$ cat src/inc/cwg_pkg.sv
// shared constants of the command write guard
package cwg_pkg;
   localparam int          WORD_W  = 16;
   localparam int          CODE_W  = 8;
   localparam int          GUARD_N = 10;

   // lock bit positions within the fine write lock word
   localparam int          GUARD_SAVE_ALL     = 0;
   localparam int          GUARD_KEY          = 1;
   localparam int          GUARD_ADDR_SELECT  = 2;
   localparam int          GUARD_IDENT_TEXT   = 3;
   localparam int          GUARD_POWER_TIMING = 4;
   localparam int          GUARD_SUPPLY_LIMIT = 5;
   localparam int          GUARD_CONFIG       = 6;
   localparam int          GUARD_RUN_COMMAND  = 7;
   localparam int          GUARD_LEVEL_SHIFT  = 8;
   localparam int          GUARD_FAULT_LIMIT  = 9;

   // command codes of the serial management set
   localparam logic [7:0]  CMD_PAGE            = 8'h00;
   localparam logic [7:0]  CMD_OPERATION       = 8'h01;
   localparam logic [7:0]  CMD_ON_OFF_CONFIG   = 8'h02;
   localparam logic [7:0]  CMD_WRITE_PROTECT   = 8'h10;
   localparam logic [7:0]  CMD_STORE_ALL       = 8'h15;
   localparam logic [7:0]  CMD_OUT_COMMAND     = 8'h21;
   localparam logic [7:0]  CMD_MARGIN_HIGH     = 8'h25;
   localparam logic [7:0]  CMD_MARGIN_LOW      = 8'h26;
   localparam logic [7:0]  CMD_TRANSITION_RATE = 8'h27;
   localparam logic [7:0]  CMD_FREQ_SWITCH     = 8'h33;
   localparam logic [7:0]  CMD_SUPPLY_ON_LVL   = 8'h35;
   localparam logic [7:0]  CMD_SUPPLY_OFF_LVL  = 8'h36;
   localparam logic [7:0]  CMD_INTERLEAVE      = 8'h37;
   localparam logic [7:0]  CMD_OC_FAULT_LIMIT  = 8'h46;
   localparam logic [7:0]  CMD_OC_FAULT_RESP   = 8'h47;
   localparam logic [7:0]  CMD_OT_FAULT_LIMIT  = 8'h4F;
   localparam logic [7:0]  CMD_OT_FAULT_RESP   = 8'h50;
   localparam logic [7:0]  CMD_IN_OV_FAULT_LIM = 8'h55;
   localparam logic [7:0]  CMD_IN_OV_FAULT_RSP = 8'h56;
   localparam logic [7:0]  CMD_IN_OV_WARN_LIM  = 8'h57;
   localparam logic [7:0]  CMD_IN_UV_WARN_LIM  = 8'h58;
   localparam logic [7:0]  CMD_TON_DELAY       = 8'h60;
   localparam logic [7:0]  CMD_TON_RISE        = 8'h61;
   localparam logic [7:0]  CMD_TON_MAX_LIMIT   = 8'h62;
   localparam logic [7:0]  CMD_TON_MAX_RESP    = 8'h63;
   localparam logic [7:0]  CMD_TOFF_DELAY      = 8'h64;
   localparam logic [7:0]  CMD_TOFF_FALL       = 8'h65;
   localparam logic [7:0]  CMD_MAKER_ID        = 8'h99;
   localparam logic [7:0]  CMD_MAKER_MODEL     = 8'h9A;
   localparam logic [7:0]  CMD_MAKER_REVISION  = 8'h9B;
   localparam logic [7:0]  CMD_MAKER_SERIAL    = 8'h9E;
   localparam logic [7:0]  CMD_SIMULATE_FAULTS = 8'hD0;
   localparam logic [7:0]  CMD_COMP_CONFIG     = 8'hD1;
   localparam logic [7:0]  CMD_TRANSIENT_CFG   = 8'hD2;
   localparam logic [7:0]  CMD_TELEMETRY_CFG   = 8'hD3;
   localparam logic [7:0]  CMD_POWER_STAGE_CFG = 8'hD4;
   localparam logic [7:0]  CMD_PGOOD_CFG       = 8'hD5;
   localparam logic [7:0]  CMD_SYNC_CFG        = 8'hD6;
   localparam logic [7:0]  CMD_MISC_OPTIONS    = 8'hD7;
   localparam logic [7:0]  CMD_STACK_CFG       = 8'hD8;
   localparam logic [7:0]  CMD_PIN_DETECT_OVR  = 8'hD9;
   localparam logic [7:0]  CMD_BUS_ADDRESS     = 8'hDA;
   localparam logic [7:0]  CMD_KEY             = 8'hFA;
   localparam logic [7:0]  CMD_FINE_LOCK       = 8'hFB;
   localparam logic [7:0]  CMD_PLATFORM_IDENT  = 8'hFC;

   // standard write protect settings
   localparam logic [7:0]  WP_ALL_BUT_WP       = 8'h80;
   localparam logic [7:0]  WP_ALL_BUT_RUN      = 8'h40;
   localparam logic [7:0]  WP_ALL_BUT_LEVEL    = 8'h20;

   // platform ident value is arbitrary
   localparam logic [15:0] IDENT_VALUE         = 16'h5A3C;
   localparam logic [15:0] KEY_OPEN_VALUE      = 16'h0000;
   localparam logic [15:0] WORD_RESET          = 16'h0000;
   localparam logic [9:0]  GROUP_RESET         = 10'h000;

   typedef enum logic [1:0] {
      KEY_OPEN   = 2'b00,
      KEY_SHUT   = 2'b01,
      KEY_SEALED = 2'b11
   } cwg_key_state_t;
endpackage : cwg_pkg

$ cat src/inc/cwg_class_if.sv
`timescale 1ns/100ps
`default_nettype none
// command code in, group and special-command flags out
interface cwg_class_if;
   import cwg_pkg::*;
   logic [CODE_W-1:0]  code;
   logic [GUARD_N-1:0] grp;
   logic               is_fine_lock;
   logic               is_key;
   logic               is_save_all;
   logic               is_ident;

   modport asker  (output code, input grp, is_fine_lock, is_key, is_save_all, is_ident);
   modport sorter (input code, output grp, is_fine_lock, is_key, is_save_all, is_ident);
endinterface : cwg_class_if
`default_nettype wire

$ cat src/rtl/cwg_classify.sv
`timescale 1ns/100ps
`default_nettype none
module cwg_classify (
   cwg_class_if.sorter cls
);
   import cwg_pkg::*;

   always_comb begin
      cls.grp          = GROUP_RESET;
      cls.is_fine_lock = (cls.code == CMD_FINE_LOCK);
      cls.is_key       = (cls.code == CMD_KEY);
      cls.is_save_all  = (cls.code == CMD_STORE_ALL);
      cls.is_ident     = (cls.code == CMD_PLATFORM_IDENT);
      case (cls.code)
         CMD_OC_FAULT_LIMIT, CMD_OC_FAULT_RESP, CMD_OT_FAULT_LIMIT,
         CMD_OT_FAULT_RESP, CMD_SIMULATE_FAULTS: begin
            cls.grp[GUARD_FAULT_LIMIT] = 1'b1;
         end
         CMD_MARGIN_HIGH, CMD_MARGIN_LOW, CMD_TRANSITION_RATE: begin
            cls.grp[GUARD_LEVEL_SHIFT] = 1'b1;
         end
         CMD_OPERATION: begin
            cls.grp[GUARD_RUN_COMMAND] = 1'b1;
         end
         CMD_FREQ_SWITCH, CMD_INTERLEAVE, CMD_COMP_CONFIG, CMD_TRANSIENT_CFG,
         CMD_TELEMETRY_CFG, CMD_POWER_STAGE_CFG, CMD_PGOOD_CFG, CMD_SYNC_CFG,
         CMD_MISC_OPTIONS, CMD_STACK_CFG: begin
            cls.grp[GUARD_CONFIG] = 1'b1;
         end
         CMD_IN_UV_WARN_LIM, CMD_IN_OV_FAULT_LIM, CMD_IN_OV_WARN_LIM, CMD_IN_OV_FAULT_RSP: begin
            cls.grp[GUARD_SUPPLY_LIMIT] = 1'b1;
         end
         CMD_TON_DELAY, CMD_TON_RISE, CMD_TON_MAX_LIMIT, CMD_TON_MAX_RESP, CMD_TOFF_DELAY,
         CMD_TOFF_FALL, CMD_ON_OFF_CONFIG, CMD_SUPPLY_ON_LVL, CMD_SUPPLY_OFF_LVL: begin
            cls.grp[GUARD_POWER_TIMING] = 1'b1;
         end
         CMD_MAKER_ID, CMD_MAKER_MODEL, CMD_MAKER_REVISION, CMD_MAKER_SERIAL: begin
            cls.grp[GUARD_IDENT_TEXT] = 1'b1;
         end
         CMD_PIN_DETECT_OVR, CMD_BUS_ADDRESS: begin
            cls.grp[GUARD_ADDR_SELECT] = 1'b1;
         end
         CMD_KEY: begin
            cls.grp[GUARD_KEY] = 1'b1;
         end
         CMD_STORE_ALL: begin
            cls.grp[GUARD_SAVE_ALL] = 1'b1;
         end
         default: begin
            cls.grp = GROUP_RESET;
         end
      endcase
   end
endmodule : cwg_classify
`default_nettype wire

$ cat src/rtl/cwg_top.sv
`timescale 1ns/100ps
`default_nettype none
module cwg_top (
   input  wire logic                        clk_in,
   input  wire logic                        srst_in,
   input  wire logic                        boot_load_in,
   input  wire logic [cwg_pkg::WORD_W-1:0]  nvm_lock_in,
   input  wire logic [cwg_pkg::WORD_W-1:0]  nvm_key_in,
   input  wire logic [cwg_pkg::CODE_W-1:0]  std_wp_in,
   input  wire logic                        cmd_valid_in,
   input  wire logic                        cmd_write_in,
   input  wire logic [cwg_pkg::CODE_W-1:0]  cmd_code_in,
   input  wire logic [cwg_pkg::WORD_W-1:0]  cmd_wdata_in,
   output logic                             cmd_done_out,
   output logic                             cmd_wr_ok_out,
   output logic                             cmd_cml_out,
   output logic                             cmd_rd_hit_out,
   output logic [cwg_pkg::WORD_W-1:0]       cmd_rdata_out,
   output logic [cwg_pkg::WORD_W-1:0]       lock_word_out,
   output logic [cwg_pkg::WORD_W-1:0]       key_word_out,
   output logic                             key_locked_out,
   output logic                             sealed_out,
   output logic                             save_all_go_out,
   output logic                             key_miss_out,
   output logic [cwg_pkg::GUARD_N-1:0]      group_ro_out
);
   import cwg_pkg::*;

   logic [WORD_W-1:0]   lock_word;
   logic [WORD_W-1:0]   key_word;
   logic [WORD_W-1:0]   boot_key;
   logic                save_boot_lock;
   cwg_key_state_t      key_state;

   logic                done;
   logic                wr_ok;
   logic                cml;
   logic                rd_hit;
   logic [WORD_W-1:0]   rdata;
   logic                save_go;
   logic                key_miss;

   logic [GUARD_N-1:0]  lock_ro;
   logic [GUARD_N-1:0]  group_ro;
   logic                std_wp_blocks;
   logic                key_locked;
   logic                is_write;
   logic                is_read;
   logic                grp_hit;
   logic                grp_refused;
   logic                fine_lock_refused;
   logic                key_matches;

   logic                next_wr_ok;
   logic                next_cml;
   logic                next_rd_hit;
   logic [WORD_W-1:0]   next_rdata;
   logic                next_save_go;
   logic                next_key_miss;

   cwg_class_if cls ();

   assign cls.code = cmd_code_in;

   cwg_classify u_classify (
      .cls (cls)
   );

   assign is_write   = cmd_valid_in & cmd_write_in;
   assign is_read    = cmd_valid_in & ~cmd_write_in;
   assign key_locked = (key_state != KEY_OPEN);

   // standard write protect: which codes stay writable at each setting
   always_comb begin
      case (std_wp_in)
         WP_ALL_BUT_WP: begin
            std_wp_blocks = (cmd_code_in != CMD_WRITE_PROTECT);
         end
         WP_ALL_BUT_RUN: begin
            std_wp_blocks = (cmd_code_in != CMD_WRITE_PROTECT) &&
                            (cmd_code_in != CMD_OPERATION) &&
                            (cmd_code_in != CMD_PAGE);
         end
         WP_ALL_BUT_LEVEL: begin
            std_wp_blocks = (cmd_code_in != CMD_WRITE_PROTECT) &&
                            (cmd_code_in != CMD_OPERATION) &&
                            (cmd_code_in != CMD_PAGE) &&
                            (cmd_code_in != CMD_ON_OFF_CONFIG) &&
                            (cmd_code_in != CMD_OUT_COMMAND);
         end
         default: begin
            std_wp_blocks = 1'b0;
         end
      endcase
   end

   // per-group read-only terms
   genvar g;
   generate
      for (g = 0; g < GUARD_N; g++) begin : g_guard
         if (g == GUARD_SAVE_ALL) begin : g_save
            // the value caught at boot or restore counts here, or-ed with the key lock
            assign lock_ro[g] = save_boot_lock | key_locked;
         end else begin : g_plain
            assign lock_ro[g] = lock_word[g];
         end
         assign group_ro[g] = lock_ro[g] | std_wp_blocks;
      end
   endgenerate

   assign grp_hit           = |cls.grp;
   assign grp_refused       = |(cls.grp & group_ro);
   assign fine_lock_refused = key_locked;
   assign key_matches       = (cmd_wdata_in == boot_key);

   // answer of the request, registered one cycle later
   always_comb begin
      next_wr_ok    = 1'b0;
      next_cml      = 1'b0;
      next_rd_hit   = 1'b0;
      next_rdata    = WORD_RESET;
      next_save_go  = 1'b0;
      next_key_miss = 1'b0;
      if (is_read) begin
         if (cls.is_ident) begin
            next_rd_hit = 1'b1;
            next_rdata  = IDENT_VALUE;
         end else if (cls.is_fine_lock) begin
            next_rd_hit = 1'b1;
            next_rdata  = lock_word;
         end
      end else if (is_write) begin
         if (cls.is_ident) begin
            // acknowledged, nothing stored, nothing flagged
            next_wr_ok = 1'b0;
            next_cml   = 1'b0;
         end else if (cls.is_fine_lock) begin
            next_wr_ok = ~fine_lock_refused;
            next_cml   = fine_lock_refused;
         end else if (cls.is_key) begin
            if (grp_refused) begin
               next_cml = 1'b1;
            end else if (key_locked) begin
               next_wr_ok    = key_matches;
               next_key_miss = ~key_matches;
               next_cml      = ~key_matches;
            end else begin
               next_wr_ok = 1'b1;
            end
         end else if (grp_hit) begin
            next_wr_ok   = ~grp_refused;
            next_cml     = grp_refused;
            next_save_go = cls.is_save_all & ~grp_refused;
         end else begin
            // codes outside these groups follow the standard protect only
            next_wr_ok = ~std_wp_blocks;
            next_cml   = std_wp_blocks;
         end
      end
   end

   always_ff @(posedge clk_in) begin
      if (srst_in) begin
         done     <= 1'b0;
         wr_ok    <= 1'b0;
         cml      <= 1'b0;
         rd_hit   <= 1'b0;
         rdata    <= WORD_RESET;
         save_go  <= 1'b0;
         key_miss <= 1'b0;
      end else begin
         done     <= cmd_valid_in;
         wr_ok    <= next_wr_ok;
         cml      <= next_cml;
         rd_hit   <= next_rd_hit;
         rdata    <= next_rdata;
         save_go  <= next_save_go;
         key_miss <= next_key_miss;
      end
   end

   // fine write lock word
   always_ff @(posedge clk_in) begin
      if (srst_in) begin
         lock_word <= WORD_RESET;
      end else if (boot_load_in) begin
         lock_word <= nvm_lock_in;
      end else if (is_write && cls.is_fine_lock && !fine_lock_refused) begin
         lock_word <= cmd_wdata_in;
      end
   end

   // save-all lock is only taken at boot or restore
   always_ff @(posedge clk_in) begin
      if (srst_in) begin
         save_boot_lock <= 1'b0;
      end else if (boot_load_in) begin
         save_boot_lock <= nvm_lock_in[GUARD_SAVE_ALL];
      end
   end

   // key value and the image caught at boot
   always_ff @(posedge clk_in) begin
      if (srst_in) begin
         key_word <= KEY_OPEN_VALUE;
         boot_key <= KEY_OPEN_VALUE;
      end else if (boot_load_in) begin
         key_word <= nvm_key_in;
         boot_key <= nvm_key_in;
      end else if (is_write && cls.is_key && !grp_refused && !key_locked) begin
         key_word <= cmd_wdata_in;
      end
   end

   // key state: open, shut by a nonzero boot key, or sealed for good
   always_ff @(posedge clk_in) begin
      if (srst_in) begin
         key_state <= KEY_OPEN;
      end else if (boot_load_in) begin
         if (nvm_key_in == KEY_OPEN_VALUE) begin
            key_state <= KEY_OPEN;
         end else if (nvm_lock_in[GUARD_KEY]) begin
            // key can never be written again, so the lock word stays shut
            key_state <= KEY_SEALED;
         end else begin
            key_state <= KEY_SHUT;
         end
      end else begin
         case (key_state)
            KEY_OPEN: begin
               if (next_save_go && lock_word[GUARD_KEY] && key_word != KEY_OPEN_VALUE) begin
                  key_state <= KEY_SEALED;
               end
            end
            KEY_SHUT: begin
               if (is_write && cls.is_key && !grp_refused && key_matches) begin
                  key_state <= KEY_OPEN;
               end
            end
            KEY_SEALED: begin
               key_state <= KEY_SEALED;
            end
            default: begin
               key_state <= KEY_SEALED;
            end
         endcase
      end
   end

   assign cmd_done_out    = done;
   assign cmd_wr_ok_out   = wr_ok;
   assign cmd_cml_out     = cml;
   assign cmd_rd_hit_out  = rd_hit;
   assign cmd_rdata_out   = rdata;
   assign lock_word_out   = lock_word;
   assign key_word_out    = key_word;
   assign key_locked_out  = key_locked;
   assign sealed_out      = (key_state == KEY_SEALED);
   assign save_all_go_out = save_go;
   assign key_miss_out    = key_miss;
   assign group_ro_out    = group_ro;
endmodule : cwg_top
`default_nettype wire

$ cat config.mk
export PLATFORM = sky130hd
export DESIGN_NAME = cwg_top
export DESIGN_NICKNAME = d
export VERILOG_FILES = /design/src/inc/cwg_pkg.sv /design/src/inc/cwg_class_if.sv /design/src/rtl/cwg_classify.sv /design/src/rtl/cwg_top.sv
export SDC_FILE = /design/constraint.sdc
export NUM_CORES = 1
export LEC_CHECK = 0
export ABC_CLOCK_PERIOD_IN_PS = 2100
export BUFFER_PORTS_ARGS = -buffer_cell sky130_fd_sc_hd__buf_2
export CORE_MARGIN = 1
export CORE_UTILIZATION = 45
export DETAILED_ROUTE_END_ITERATION = 12
export GPL_ROUTABILITY_DRIVEN = 0
export PLACE_DENSITY = 0.8
export SLEW_MARGIN = 20
export SYNTH_ARGS = -nofsm -noshare
export SYNTH_HDL_FRONTEND = slang
export SYNTH_SLANG_ARGS = --single-unit
$ cat constraint.sdc
create_clock -name clk_in -period 2.1 [get_ports clk_in]
set_input_delay 0 -clock clk_in [delete_from_list [all_inputs] [get_ports clk_in]]
set_output_delay 0 -clock clk_in [all_outputs]
set_load 0.005 [all_outputs]
==> impl_metrics.yaml <==
setup_path:
  cp-start-kind: "register"
  worst-setup-path-type: "register to register"
  regToRegSetupSlack_ns: -0.06
  startpoint: "key_state[0]"
  required_ns: 2.37
  cp_max_fo: 8
  r2r-end: "key_word_out[9]"
  reg2regPathDepth: 8
  crit_buf_inv: 1
  end_kind: "register"
  critPathArrivalTime_ns: 2.42
  slowest_stage: "or4_4"
  max_stage_delay_ns: 0.45
  r2r_start: "key_state[0]"
  crit_family: "simple AND/OR/NAND/NOR gates"
  path_cells: "nor3_4, nor4_2, a2111oi_2, nand4_2, or4_4, o21a_1, buf_12, mux2i_2"
die:
  design.die.area_mm2: 0.00883
  rows: 33
  start_util_pct: 46.3
  fp.coreArea_mm2: 0.00822
  io_pins: 135
  dieWidth_um: 94.0
  chipHeight_um: 94.0
power_and_ir_drop:
  pwr-share-seq_pct: 44.7
  power_frac_comb_pct: 18.5
  p_switching_mw: 0.896
  peakVddDrop_uv: 387
  p_leak_nw: 2.62
  switching_share_pct: 26.6
  p_per_area_mw_per_mm2: 610
  clock_power_share_pct: 36.9
  intPower_mw: 2.48
logic_synthesis:
  synthTopCellsByArea: "dfxtp_1, mux2i_1, nand2_1"
  ys_seq_area_share_pct: 38.4
  synthArstFlopShare_pct: 0
  netlist_instances: 442
  synth_edf_count: 0
  syn_avg_cell_area_um2: 8.61
  synth_seq_cells: 73
  yosys_warnings: 0
  synth_area_leader_cell: "dfxtp_1"
  syn_area_mm2: 0.00380
  syn-num-nets: 511
  ys.flop_type: "dfxtp_1"
  synth_top_area_share_pct: 38.4
  ys_types: 55
sta:
  drv_slew: 0
  worst_slack_ns: -0.0566
  worst_pin_slew_ns: 0.709
  layout_min_cycle_time_ns: 2.16
  finalSetupViolCount: 3
  hold_slack_ns: 0.0311
  finalHoldViolCount: 0
  fin_worst_skew_ns: 0.00676
  fin_crit_sh_pct: 103
  timing.fmax_mhz: 464
  setup_tns_ns: -0.170
  relSlewSlack_pct: 52.5
  rsz0062_at_grt: "true"
hold_path:
  min_to: "key_word_out[14]"
  hold_start: "cmd_wdata_in[14]"
  hold_depth: 3
  min_path_type: "input pin to register"
route:
  via_per_inst: 5.76
  wl_per_cell_um: 17.7
  drc: 0
  drt_first_pass_iters: 7
  num_vias: 4330
  routed_wl_um: 13300
  detail-route-antenna-nets: 0
  drt_iter0_markers: 364
job:
  drv_cap: 0
clocking:
  clk_latency_ns: 0.35
  htreeDepth: 3
  root_buffer: "clkbuf_8"
  cts_tree: "built"
  cts_buffers: 9
  clk_pin_slew_ns: 0.08
  cts_buffer_depth: 2
  cts_sinks: 73
placement:
  io_buffers: 134
  dpl.hpwl_um: 9210
  placed_area_mm2: 0.00481
finish:
  n_antenna_cell: 0
  drive_gt1_share_pct: 35.1
  finalInstanceArea_mm2: 0.00553
  fin_nets: 713
  fin_util_pct: 67.4
  layout_common_cells: "buf_2, dfxtp_1, nand2_1, dlygate4sd3_1, buf_4"
  syn2layout_area_growth_pct: 45.4
  fillCellCount: 618
  layout_commonest_cell: "buf_2"
global_routing:
  overflow: 0
  grt_pass1_wl_um: 20200
  grt_usage_pct: 30.1
  antenna_found_initial: 0
  grt_pass1_vias: 4261
  grt_max_degree: 34
outcome:
  violations: "setup timing"
  status: "finished with violations"
==> power groups by stage <==
stage          sequential [mW]  combinational [mW]  clock, mW
2_1_floorplan             1.53               0.266          0
3_3_place_gp              1.53               0.508          0
3_5_place_dp              1.53               0.524          0
4_1_cts                   1.50               0.591       1.24
5_1_grt                   1.51               0.665       1.29
6_report                  1.51               0.623       1.24
==> synthesized netlist by cell type, types with 2 or more instances <==
library cell / n
a211oi_1: 6
a21oi_1: 15
and2_1: 10
and3_1: 2
buf_1: 5
buf_2: 9
clkbuf_1: 13
dfxtp_1: 73
inv_1: 13
mux2_2: 11
mux2i_1: 37
nand2_1: 56
nand2b_1: 11
nand3_1: 7
nand3b_1: 2
nand4_1: 3
nand4b_1: 3
nor2_1: 36
nor2b_1: 4
nor3_1: 11
nor4_1: 18
nor4b_1: 2
o211a_1: 8
o211ai_1: 17
o21a_1: 9
o21ai_0: 9
o21bai_1: 2
o31ai_1: 2
or2_2: 2
or3_1: 3
or4_1: 4
xor2_1: 16
==> through the flow <==
stage / total power, mW / std cells / setup WS (ns)
5_1_grt: 3.47 / 752 / -0.131
4_1_cts: 3.33 / 751 / -0.00585
2_1_floorplan: 1.79 / 442 / 0.00267
6_report: 3.37 / 752 / -0.0566
3_3_place_gp: 2.04 / 694 / -0.0528
3_5_place_dp: 2.06 / 694 / -0.0974
==> tightest hold or removal path: stages <==
cell      delay (ns)
buf_2           0.14
inv_1           0.08
o211ai_1        0.11
==> layer usage <==
metal	global-route usage [%]	part of all wire, %
met3	5.50	7.1
met1	34.7	39
met2	50.1	48
met5	0	0
met4	21.5	6.0
==> timing repair <==
| item | in CTS | in global routing |
|---|---|---|
| hold buffers | 41 | 0 |
| hold endpoints to repair | 45 | 0 |
| cloned | 0 | 0 |
| gates resized for setup | 6 | 11 |
| endpoints found under the setup margin | 14 | 21 |
| pin swaps | 2 | 2 |
| setup buffers | 2 | 2 |
==> state kept, by name, indices dropped and copies added (netlist names) <==
register	count
key_state	2
cmd_rd_hit_out	1
save_all_go_out	1
key_miss_out	1
cmd_cml_out	1
key_word_out	16
cmd_wr_ok_out	1
boot_key	16
lock_word_out	16
cmd_done_out	1
save_boot_lock	1
cmd_rdata_out	16
==> how the worst max path moves through the flow <==
stage | cells after the start | to | slack [ns]
final | 8 | key_word_out[9] | -0.06
after global placement | 8 | key_miss_out | -0.05
after detailed placement | 8 | key_miss_out | -0.1
after floorplan | 8 | key_word_out[15] | 0.003
after global routing | 8 | key_word_out[4] | -0.13
after CTS | 8 | key_word_out[14] | -0.006
==> logic make-up after synthesis <==
family	Yosys count	synth area share (%)
AND/OR/NAND/NOR	186	25.8
AO/OA/AOI/OAI	77	14.5
flip-flops	73	38.4
multiplexers	48	13.0
buffers and inverters	42	4.64
XOR/XNOR	16	3.68
==> area by class of cell <==
class,count,area (um2),area share [%]
Clock buffer,11,151,2.74
Multi-Input combinational cell,327,2230,40.3
Tap cell,105,131,2.37
Clock inverter,3,65.1,1.18
Sequential cell,73,1460,26.5
Inverter,14,52.6,0.950
Timing Repair Buffer,219,1440,26.0
Power figures use the tool's default switching activity.
